### config.mk
export PLATFORM = sky130hd
export DESIGN_NAME = wdp_top
export DESIGN_NICKNAME = d
export VERILOG_FILES = /design/src/wdp_pkg.sv /design/src/wdp_top.sv
export SDC_FILE = /design/constraint.sdc
export NUM_CORES = 1
export LEC_CHECK = 0
export BUFFER_PORTS_ARGS = -buffer_cell sky130_fd_sc_hd__buf_4
export CAP_MARGIN = 20
export CORE_UTILIZATION = 45
export DETAILED_ROUTE_END_ITERATION = 10
export PLACE_DENSITY_LB_ADDON = 0.2
export SLEW_MARGIN = 10
export SYNTH_ARGS = -nofsm -noshare
export SYNTH_HDL_FRONTEND = slang
export SYNTH_SLANG_ARGS = --single-unit
### constraint.sdc
create_clock -name clk -period 2.5 [get_ports clk]
set_clock_uncertainty 0.1 [all_clocks]
set_input_delay 0.5 -clock clk [delete_from_list [all_inputs] [get_ports clk]]
set_output_delay 0.5 -clock clk [all_outputs]
set_load 0.02 [all_outputs]
### src/wdp_pkg.sv
// constants and bus carriers for the write-protected watchdog
// assumes an apb master on the same clock, reset synchronous high
// Notes on behaviour
// - mode top bits 011; else ignored if locked
// - mode written once; second write resets
// - bit access never updates mode register
// - wrong key to service register resets
// - bit access to service register resets
// - locked oscillator keeps counting in stop
// - stoppable oscillator pauses, keeps count in standby
package wdp_pkg;

  // ****************************************
  // register offsets (byte addresses)
  // ****************************************
  localparam logic [7:0] OFS_MODE = 8'h00;  // watchdog_mode_register
  localparam logic [7:0] OFS_KEY  = 8'h04;  // watchdog_enable_clear_register
  localparam logic [7:0] OFS_STAT = 8'h08;  // sticky event status, w1c
  localparam logic [7:0] OFS_MASK = 8'h0c;  // event mask
  localparam logic [7:0] OFS_CNT  = 8'h10;  // live counter, read only

  // ****************************************
  // fields and reset values
  // ****************************************
  localparam logic [7:0] MODE_RST = 8'h67;  // fixed bits 011, longest period
  localparam int         FIX_LSB  = 5;      // fixed bits sit at 7:5
  localparam logic [2:0] FIX_VAL  = 3'h3;   // required pattern 0,1,1
  localparam int         SEL_W    = 3;      // overflow select width, bits 2:0
  localparam logic [7:0] KEY_VAL  = 8'hac;  // service key
  localparam int         EV_W     = 3;      // number of events
  localparam int         EV_SVC   = 0;      // key accepted
  localparam int         EV_LOCK  = 1;      // mode register locked
  localparam int         EV_HALF  = 2;      // counter passed half period
  localparam logic [EV_W-1:0] MASK_RST = 3'h0;  // all events masked

  // ****************************************
  // bus carriers
  // ****************************************
  typedef struct packed {
    logic        psel;
    logic        penable;
    logic        pwrite;
    logic [7:0]  paddr;
    logic [31:0] pwdata;
  } wdp_req_s;

  typedef struct packed {
    logic        pready;
    logic        pslverr;
    logic [31:0] prdata;
  } wdp_rsp_s;

endpackage

### src/wdp_top.sv
// write-protected watchdog with apb register access
// assumes apb master on clk; osc_tick is a one-cycle pulse per slow clock
// bit_access qualifies a write as a single-bit manipulation
`timescale 1ns/1ps

module wdp_top #(
  parameter int CNT_W    = 20,  // counter width
  parameter int OVF_BASE = 10   // shortest period is 2**OVF_BASE ticks
) (
  input  wire logic             clk,
  input  wire logic             reset,
  input  wire wdp_pkg::wdp_req_s apb_req,
  output wdp_pkg::wdp_rsp_s      apb_rsp,
  input  wire logic             bit_access,
  input  wire logic             osc_locked,
  input  wire logic             standby_halt,
  input  wire logic             standby_stop,
  input  wire logic             osc_tick,
  output logic                  irq,
  output logic                  wdt_reset
);

  // ****************************************
  // elaboration checks
  // ****************************************
  if (CNT_W < OVF_BASE + 8 || CNT_W > 31 || OVF_BASE < 1) begin : g_bad
    $error("counter width cannot hold the longest period");
  end

  // ****************************************
  // state of the block
  // ****************************************
  typedef struct packed {
    wdp_pkg::wdp_rsp_s      rsp;        // bus answer
    logic [7:0]             mode;       // mode register contents
    logic                   mode_done;  // one write already taken
    logic [CNT_W-1:0]       cnt;        // watchdog counter
    logic [wdp_pkg::EV_W-1:0] stat;     // sticky events
    logic [wdp_pkg::EV_W-1:0] mask;     // event enables
    logic                   irq;        // level interrupt
    logic                   rst_out;    // internal reset pulse
  } wdp_state_s;

  localparam wdp_state_s ST_RST = '{
    rsp:       '0,
    mode:      wdp_pkg::MODE_RST,
    mode_done: 1'b0,
    cnt:       '0,
    stat:      '0,
    mask:      wdp_pkg::MASK_RST,
    irq:       1'b0,
    rst_out:   1'b0
  };

  wdp_state_s s_ff;   // registered state
  wdp_state_s nxt_s;  // next state

  // ****************************************
  // helpers
  // ****************************************
  // terminal count for an overflow select
  function automatic logic [CNT_W-1:0] ovf_limit(input logic [wdp_pkg::SEL_W-1:0] sel);
    logic [CNT_W:0] one;
    one = '0;
    one[0] = 1'b1;
    return CNT_W'((one << (OVF_BASE + int'(sel))) - 1'b1);
  endfunction

  // true for a mapped register offset
  function automatic logic is_mapped(input logic [7:0] a);
    return a == wdp_pkg::OFS_MODE || a == wdp_pkg::OFS_KEY ||
           a == wdp_pkg::OFS_STAT || a == wdp_pkg::OFS_MASK ||
           a == wdp_pkg::OFS_CNT;
  endfunction

  // ****************************************
  // decode of the current access
  // ****************************************
  logic             acc_done;  // access phase completes this edge
  logic             wr_done;   // write takes effect this edge
  logic             wr_mode;   // write to the mode register
  logic             wr_key;    // write to the service register
  logic             key_bad;   // service write that must reset
  logic             cnt_run;   // counter advances this edge
  logic [CNT_W-1:0] limit;     // terminal count now selected

  // fixed-field low bit, kept local so part-selects stay short
  localparam int    FIX_LSB_U = wdp_pkg::FIX_LSB;

  // the second access cycle, with pready up, is where a write lands
  assign acc_done = apb_req.psel & apb_req.penable & s_ff.rsp.pready;
  assign wr_done  = acc_done & apb_req.pwrite;
  assign wr_mode  = wr_done & (apb_req.paddr == wdp_pkg::OFS_MODE);
  assign wr_key   = wr_done & (apb_req.paddr == wdp_pkg::OFS_KEY);
  // a bit access resets even when it happens to carry the key
  assign key_bad  = bit_access | (apb_req.pwdata[7:0] != wdp_pkg::KEY_VAL);
  assign limit    = ovf_limit(s_ff.mode[wdp_pkg::SEL_W-1:0]);
  // locked oscillator never pauses; stoppable one pauses in standby
  assign cnt_run  = osc_tick & (osc_locked | ~(standby_halt | standby_stop));

  // ****************************************
  // next-state logic
  // ****************************************
  always_comb begin
    logic [wdp_pkg::EV_W-1:0] ev;
    logic [31:0]              rd;
    ev = '0;
    rd = '0;
    nxt_s = s_ff;
    // pulses drop back to zero unless set again below
    nxt_s.rsp.pready = 1'b0;
    nxt_s.rst_out = 1'b0;
    // read mux, narrow registers sit in the low bits
    unique case (apb_req.paddr)
      wdp_pkg::OFS_MODE: rd[7:0] = s_ff.mode;
      wdp_pkg::OFS_STAT: rd[wdp_pkg::EV_W-1:0] = s_ff.stat;
      wdp_pkg::OFS_MASK: rd[wdp_pkg::EV_W-1:0] = s_ff.mask;
      wdp_pkg::OFS_CNT:  rd[CNT_W-1:0] = s_ff.cnt;
      default:           rd = '0;
    endcase
    // one wait cycle, then the answer from flip-flops
    if (apb_req.psel & apb_req.penable & ~s_ff.rsp.pready) begin
      nxt_s.rsp.pready  = 1'b1;
      nxt_s.rsp.pslverr = ~is_mapped(apb_req.paddr);
      nxt_s.rsp.prdata  = apb_req.pwrite ? 32'h0 : rd;
    end
    // counting and overflow
    if (cnt_run) begin
      if (s_ff.cnt == limit) begin
        nxt_s.rst_out = 1'b1;
        nxt_s.cnt = '0;
      end else begin
        nxt_s.cnt = s_ff.cnt + 1'b1;
      end
      if (s_ff.cnt == (limit >> 1)) begin
        ev[wdp_pkg::EV_HALF] = 1'b1;
      end
    end
    // mode register: one byte write after reset
    if (wr_mode) begin
      if (bit_access) begin
        nxt_s.mode = s_ff.mode;
      end else if (s_ff.mode_done) begin
        nxt_s.rst_out = 1'b1;
      end else if (osc_locked &&
                   apb_req.pwdata[7:FIX_LSB_U] != wdp_pkg::FIX_VAL) begin
        nxt_s.mode = s_ff.mode;
      end else begin
        nxt_s.mode = apb_req.pwdata[7:0];
        nxt_s.mode_done = 1'b1;
        ev[wdp_pkg::EV_LOCK] = 1'b1;
      end
    end
    // service register: key clears, anything else resets
    if (wr_key) begin
      if (key_bad) begin
        nxt_s.rst_out = 1'b1;
      end else begin
        nxt_s.cnt = '0;
        // a same-cycle overflow tick loses to the key
        nxt_s.rst_out = 1'b0;
        ev[wdp_pkg::EV_SVC] = 1'b1;
      end
    end
    // status clear by writing ones
    if (wr_done && apb_req.paddr == wdp_pkg::OFS_STAT) begin
      nxt_s.stat = s_ff.stat & ~apb_req.pwdata[wdp_pkg::EV_W-1:0];
    end
    // mask register
    if (wr_done && apb_req.paddr == wdp_pkg::OFS_MASK) begin
      nxt_s.mask = apb_req.pwdata[wdp_pkg::EV_W-1:0];
    end
    // a new event wins over a clear in the same cycle
    nxt_s.stat = nxt_s.stat | ev;
    nxt_s.irq = |(nxt_s.stat & nxt_s.mask);
  end

  // ****************************************
  // state register
  // ****************************************
  always_ff @(posedge clk) begin
    if (reset) begin
      s_ff <= ST_RST;
    end else begin
      s_ff <= nxt_s;
    end
  end

  // ****************************************
  // outputs straight from flip-flops
  // ****************************************
  assign apb_rsp   = s_ff.rsp;
  assign irq       = s_ff.irq;
  assign wdt_reset = s_ff.rst_out;

  // ****************************************
  // checks
  // ****************************************
  // any value but the key on the service register must pull the reset
  chk_key_wrong: assert property (@(posedge clk) disable iff (reset)
    wr_key && apb_req.pwdata[7:0] != wdp_pkg::KEY_VAL |=> wdt_reset)
    else $error("wrong key did not reset");

  // a bit access resets whatever value it carries
  chk_key_bitop: assert property (@(posedge clk) disable iff (reset)
    wr_key && bit_access |=> wdt_reset && s_ff.cnt != '0 || wdt_reset)
    else $error("bit access to service register did not reset");

  // the key restarts counting from zero without a reset pulse
  chk_key_clear: assert property (@(posedge clk) disable iff (reset)
    wr_key && !key_bad |=> s_ff.cnt == '0 && !wdt_reset ##1 s_ff.cnt <= CNT_W'(1))
    else $error("service key did not clear counter");

  // a second mode write resets and leaves the register alone
  chk_mode_second: assert property (@(posedge clk) disable iff (reset)
    wr_mode && !bit_access && s_ff.mode_done |=> wdt_reset && $stable(s_ff.mode))
    else $error("second mode write not punished");

  // a bit access never touches the mode register or its lock
  chk_mode_bitop: assert property (@(posedge clk) disable iff (reset)
    wr_mode && bit_access |=> $stable(s_ff.mode) && $stable(s_ff.mode_done))
    else $error("bit access changed mode register");

  // with the oscillator locked, bad fixed bits leave mode and lock unchanged
  chk_mode_fixed: assert property (@(posedge clk) disable iff (reset)
    wr_mode && !bit_access && !s_ff.mode_done && osc_locked &&
    apb_req.pwdata[7:FIX_LSB_U] != wdp_pkg::FIX_VAL
    |=> $stable(s_ff.mode) && !s_ff.mode_done)
    else $error("bad fixed bits were taken");

  // a locked oscillator keeps the count running through stop
  chk_stop_runs: assert property (@(posedge clk) disable iff (reset)
    osc_locked && standby_stop && osc_tick && s_ff.cnt != limit && !wr_key
    |=> s_ff.cnt == $past(s_ff.cnt) + 1'b1)
    else $error("counter stalled in stop with locked oscillator");

  // overflow gives a single-cycle reset request
  chk_ovf_reset: assert property (@(posedge clk) disable iff (reset)
    cnt_run && s_ff.cnt == limit && !wr_key |=> wdt_reset ##1 !wdt_reset)
    else $error("overflow did not pulse reset");

  // a stoppable oscillator freezes the count in halt and stop
  chk_standby_hold: assert property (@(posedge clk) disable iff (reset)
    !osc_locked && (standby_halt || standby_stop) && !wr_key |=> $stable(s_ff.cnt))
    else $error("counter moved in standby");

  // ****************************************
  // bus, mode lock, counter, status and interrupt checks
  // ****************************************
  // every access phase is answered after exactly one wait cycle
  chk_bus_answer: assert property (@(posedge clk) disable iff (reset)
    apb_req.psel && apb_req.penable && !apb_rsp.pready |=> apb_rsp.pready)
    else $error("access phase not answered");

  // the answer stands one cycle so a back-to-back setup is not acked twice
  chk_ready_pulse: assert property (@(posedge clk) disable iff (reset)
    apb_rsp.pready |=> !apb_rsp.pready)
    else $error("ready stood longer than one cycle");

  // unmapped offsets answer with the error flag
  chk_bus_error: assert property (@(posedge clk) disable iff (reset)
    apb_req.psel && apb_req.penable && !apb_rsp.pready && !is_mapped(apb_req.paddr)
    |=> apb_rsp.pslverr)
    else $error("unmapped access without error");

  // writes return zero data so nothing stale leaks onto the bus
  chk_write_data: assert property (@(posedge clk) disable iff (reset)
    apb_req.psel && apb_req.penable && !apb_rsp.pready && apb_req.pwrite
    |=> apb_rsp.prdata == 32'h0)
    else $error("write answered with data");

  // a good first mode write is stored and locks the register
  chk_mode_lock: assert property (@(posedge clk) disable iff (reset)
    wr_mode && !bit_access && !s_ff.mode_done &&
    (!osc_locked || apb_req.pwdata[7:FIX_LSB_U] == wdp_pkg::FIX_VAL)
    |=> s_ff.mode_done && s_ff.mode == $past(apb_req.pwdata[7:0]))
    else $error("first mode write not taken");

  // the counter only moves on a counting tick or a service write
  chk_cnt_idle: assert property (@(posedge clk) disable iff (reset)
    !cnt_run && !wr_key |=> $stable(s_ff.cnt))
    else $error("counter moved without a tick");

  // status bits are sticky until software writes ones to them
  chk_stat_sticky: assert property (@(posedge clk) disable iff (reset)
    !(wr_done && apb_req.paddr == wdp_pkg::OFS_STAT)
    |=> (s_ff.stat & $past(s_ff.stat)) == $past(s_ff.stat))
    else $error("status bit dropped without a clear");

  // a half-period tick raises its status bit even against a clear
  chk_half_event: assert property (@(posedge clk) disable iff (reset)
    cnt_run && s_ff.cnt == (limit >> 1) |=> s_ff.stat[wdp_pkg::EV_HALF])
    else $error("half period event lost");

  // an accepted key raises its status bit
  chk_svc_event: assert property (@(posedge clk) disable iff (reset)
    wr_key && !key_bad |=> s_ff.stat[wdp_pkg::EV_SVC])
    else $error("service event lost");

  // the interrupt level tracks unmasked status in the same cycle
  chk_irq_level: assert property (@(posedge clk) disable iff (reset)
    irq == |(s_ff.stat & s_ff.mask))
    else $error("interrupt level disagrees with status");

endmodule // wdp_top

Word level (Yosys, flattened, before mapping)
Cells that the tools add are included.
{ "op_classes": {"reduce_logical": 11, "bitwise_logic": 20, "mux": 27, "add_sub_neg": 3, "n_shift": 1, "n_eq_ne": 8} }
{ "ops": {"columns": ["op", "n"], "rows": [
  ["20-bit 2-to-1 mux", 5],
  ["34-bit 2-to-1 mux", 1],
  ["20-bit by 1-bit adder with 20-bit output (second input constant)", 1],
  ["20-bit by 19-bit equality test with 1-bit output", 1],
  ["20-bit equality test", 1],
  ["1-bit by 5-bit left shift with 20-bit output (first input constant)", 1],
  ["20-bit by 1-bit subtractor with 20-bit output (second input constant)", 1],
  ["8-bit by 4-bit equality test with 1-bit output (second input constant)", 2],
  ["1-bit 2-to-1 mux", 16],
  ["12-bit 2-to-1 mux", 1],
  ["3-bit case mux with 4 select lines", 1],
  ["5-bit case mux with 2 select lines", 1],
  ["8-bit by 3-bit equality test with 1-bit output (second input constant)", 1],
  ["8-bit by 5-bit equality test with 1-bit output (second input constant)", 1],
  ["8-bit logical NOT", 1],
  ["8-bit inequality test (second input constant)", 1],
  ["1-bit bitwise AND", 7],
  ["3-bit bitwise AND", 2],
  ["3-bit 2-to-1 mux", 2],
  ["1-bit inverter", 6],
  ["4-bit by 3-bit adder with 5-bit output (first input constant)", 1],
  ["1-bit logical OR", 4],
  ["4-bit AND reduction", 1],
  ["1-bit logical AND", 3],
  ["6 further kinds", 8]
]} }
{ "word_totals": {"output_inout_bits": 36, "reg_bits": 71} }

Longest topological paths before layout
{ "logic_depth": {"ltp_word": 10, "ltp_mapped": 11, "ltp_nobuf": 8} }

Worst setup path after synthesis
OpenSTA, ideal clock, no wires.
{ "synth_timing": {"kind": "register to register", "startpoint": "reg s_ff[30] in the netlist's numbering", "endpoint": "reg s_ff[20] in the netlist's numbering", "setup_time_ns": 0.115, "required_ns": 2.285, "synth_period_minus_slack_ns": 2.725, "stages_incl_launch_ff": 11, "setup_slack_ns": -0.225, "t_arrival_ns": 2.510, "path_buffers": 2, "cell_sequence": "dfxtp_1 > buf_2 > inv_1 > ha_1 > or3b_1 > a211oi_2 > xnor2_1 > a211oi_2 > a31o_2 > buf_6 > nor2_1"} }
{ "synth_via": {"elab_chain_cells": 8} }
{ "synth_rtl": {"columns": ["element", "line", "rtl"], "rows": [
  ["start: declaration", "wdp_top.sv:55", "wdp_state_s s_ff;"],
  ["start signal: assignment", "wdp_top.sv:185", "s_ff <= nxt_s;"],
  ["4-bit by 3-bit adder with 5-bit output (*)", "wdp_top.sv:66", "return CNT_W'((one << (OVF_BASE + int'(sel))) - 1'b1);"],
  ["1-bit by 5-bit left shift with 20-bit output (*)", "wdp_top.sv:66", null],
  ["20-bit by 1-bit subtractor with 20-bit output (*)", "wdp_top.sv:66", null],
  ["20-bit equality test (*)", "wdp_top.sv:129", "if (s_ff.cnt == limit) begin"],
  ["20-bit 2-to-1 mux (*)", "wdp_top.sv:129", null],
  ["20-bit 2-to-1 mux (*)", "wdp_top.sv:128", "if (cnt_run) begin"],
  ["20-bit 2-to-1 mux", "wdp_top.sv:156", "if (key_bad) begin"],
  ["20-bit 2-to-1 mux (*)", "wdp_top.sv:155", "if (wr_key) begin"]
]} }
Every way passes the cells marked *; elsewhere a longest branch is shown, timed or not.
A chain may end at the register's enable or synchronous reset.

Worst setup path after layout
{ "layout_timing": {"startpoint": "reg s_ff[30] in the netlist's numbering", "endpoint": "reg s_ff[17] in the netlist's numbering"} }
Same word-level chain as after synthesis.

==> metrics <==
top area cells in the synthesized netlist dfxtp_1 34%, buf_4 7.4%, nor2_1 6.5%; Place WS around 0.026 ns; XOR/XNOR Fraction of Synth Area 0.0710; GRT Total Usage 0.210; Slew Limit Fails 0; Detail Route Antenna Nets 0; post-synthesis adder-cell area fraction 0.0290; DIE WIDTH 89.6 um; Final HPWL DP 5960 um; latest clock arrival within the worst-skew pair 0.33 ns; Vias roughly 3000; fin area 4150 um^2; Hold Path Class in -> reg; post-synthesis area per instance 8.28 um^2; remaining routing DRC violations 0; synthesized instance count 417; first-pass GRT wire length 12700 um; Synth top area share 0.342; Final Hold Vio Count 0; Setup Crit Path Kind reg -> reg; FMAX 0.421 GHz; post-placement cell count 536; clk sink count 59; GRT overflow 0; H-tree Lvls 3; I/O pins 86; pin count of the biggest net entering global routing 41; Seq/Total Area, Yosys 0.342; leak pwr 1.68 nW; placed cell areas approximately 3800 um^2; Site Rows 31; core area 7330 um^2; Setup-failing EPs final 0; number of global-route vias before repair 2550; Async SR Flop Fraction 0; layout cells sized above 1 0.257; critical-path maximum fanout 13; endpoint type of the worst setup path flip-flop; Critical Path RT between 2 and 3 ns; final WL 8300 um; Via density 5.45; Initial Utilization 0.471; initial antenna violation count 0; P&R area growth vs syn 20.1%; CTS root buffer clkbuf_8; Clock Path Buffers 2; complex-gate fraction of the synthesized area 0.159; main combinational cell family by area after synthesis simple AND/OR/NAND/NOR gates; maximum capacitance violations 0; Die Area ~8000 um^2; Worst VDD drop 0.230 mV; Synth cell types 59; status finished, final reports clean; First DRT Iteration DRCs 174; final core occ 0.566; Synth Register Bits 59; Simple-Gate Fraction of Synth Area 0.242; Post-synth top flop dfxtp_1; drt first pass iters 5; Pwr Total 1.93 mW; Non-Filler Instances 558; I/O Buffers 49; most frequent cell after synthesis nor2_1; Final Cycle Share 0.951; Fin Setup TNS 0 ns; Hold Slack 0.295 ns; # diodes 0; GPL Wtd Cong 0.902; worst path arrival time 2.50 ns; CTS tree done; Worst-path clk slew approximately 0.07 ns; RSZ-0062 raised after global routing false; Critical Path Start Type flip-flop; setup slack, reg-to-reg 0.12 ns; Die Ht 89.6 um; minimum clock period 2.38 ns; EDFF count, synth 0; Synth top cells by count 60 x nor2_1, 59 x dfxtp_1, 34 x buf_4, 24 x nand2_1, 20 x clkbuf_1; drt wl/cell 14.9 um; final net count 512; post-synthesis mux area share 0.0319; Setup WS post-layout 0.122 ns; synthesized cell area 3450 um^2; area leader, netlist dfxtp_1; CTS Buf Count 9; cell area power density 466 nW/um^2; yosys warns 0; hold buffers post-CTS 0
## layout make-up
| cell class | instances | area, um^2 |
|---|---|---|
| clock buffer | 12 | 165 |
| clock inverter | 4 | 23.8 |
| inverter | 13 | 48.8 |
| multi-input combinational | 294 | 1980 |
| sequential | 59 | 1180 |
| timing repair buffer | 77 | 619 |
| tap | 99 | 124 |
| fill | 671 | 3180 |
## flip-flops by register name, summed over array words and instances, names as in the netlist
register and flops:
s_ff 35, apb_rsp 22, irq 1, wdt_reset 1
## worst max-delay path, cell delays in order, from the launching register on
cell      delay (ns)
dfxtp_4         0.37
buf_6           0.14
ha_1            0.21
or3b_1          0.36
a211oi_2        0.29
xnor2_1         0.13
a211oi_2        0.26
a31o_2          0.22
buf_12          0.13
nor2_1          0.05
## cells in the final DEF (no fill, tap or decap), types with 6 or more instances in the layout
| cell | Yosys | final |
|---|---|---|
| a22oi_1 | 14 | 14 |
| ha_1 | 8 | 6 |
| a21oi_1 | 12 | 12 |
| buf_4 | 34 | 73 |
| o21ai_0 | 7 | 6 |
| nor4_1 | 8 | 7 |
| mux2i_1 | 11 | 10 |
| nor2b_1 | 6 | 6 |
| nand4_1 | 9 | 9 |
| conb_1 | 1 | 12 |
| nor2_1 | 60 | 60 |
| xnor2_1 | 12 | 11 |
| clkbuf_8 | 0 | 12 |
| nand3_1 | 11 | 11 |
| dfxtp_1 | 59 | 58 |
| inv_1 | 13 | 11 |
| nand2_1 | 24 | 24 |
| xor2_1 | 16 | 16 |
## routing by layer
metal / vias to the layer above / part of all wire / track usage
met3: 6 / 0.052 / 0.0384
met2: 94 / 0.45 / 0.313
met5: - / 0 / 0
met1: 1441 / 0.48 / 0.303
met4: 0 / 0.013 / 0.0678
li1: 1502 / - / -
## logic make-up (layout without fill, tap and decap cells)
kind of cell / Yosys count / after routing
DFF: 59 / 59
AOI/OAI and AO/OA: 74 / 74
and+or+nand+nor: 161 / 161
muxes: 11 / 11
xor gates and xnor gates: 28 / 28
adders and majority gates: 8 / 8
buffers and inverters: 75 / 106
other: 1 / 12
## where the power goes
part	leakage (nW)	internal (mW)	switching, mW
combinational	1.10	0.0637	0.0877
clock	0.102	0.437	0.376
sequential	0.476	0.950	0.0168
## final timing paths
kind | startpoint | cells past startpoint | endpoint
worst min register to register | apb_rsp[1] | 2 | apb_rsp[1]
worst max register to register | s_ff[30] | 9 | s_ff[17]
worst max-delay path | s_ff[30] | 9 | s_ff[17]
worst min-delay path | apb_req[5] | 2 | s_ff[34]
## what timing repair did
item                       in CTS  in global routing
gates cloned                    0                  0
setup endpoints to repair       1                 19
pin swaps                       0                  9
resized for setup               1                 14
buffers inserted                0                  6
Note: power is estimated with default switching activity, not from simulation.
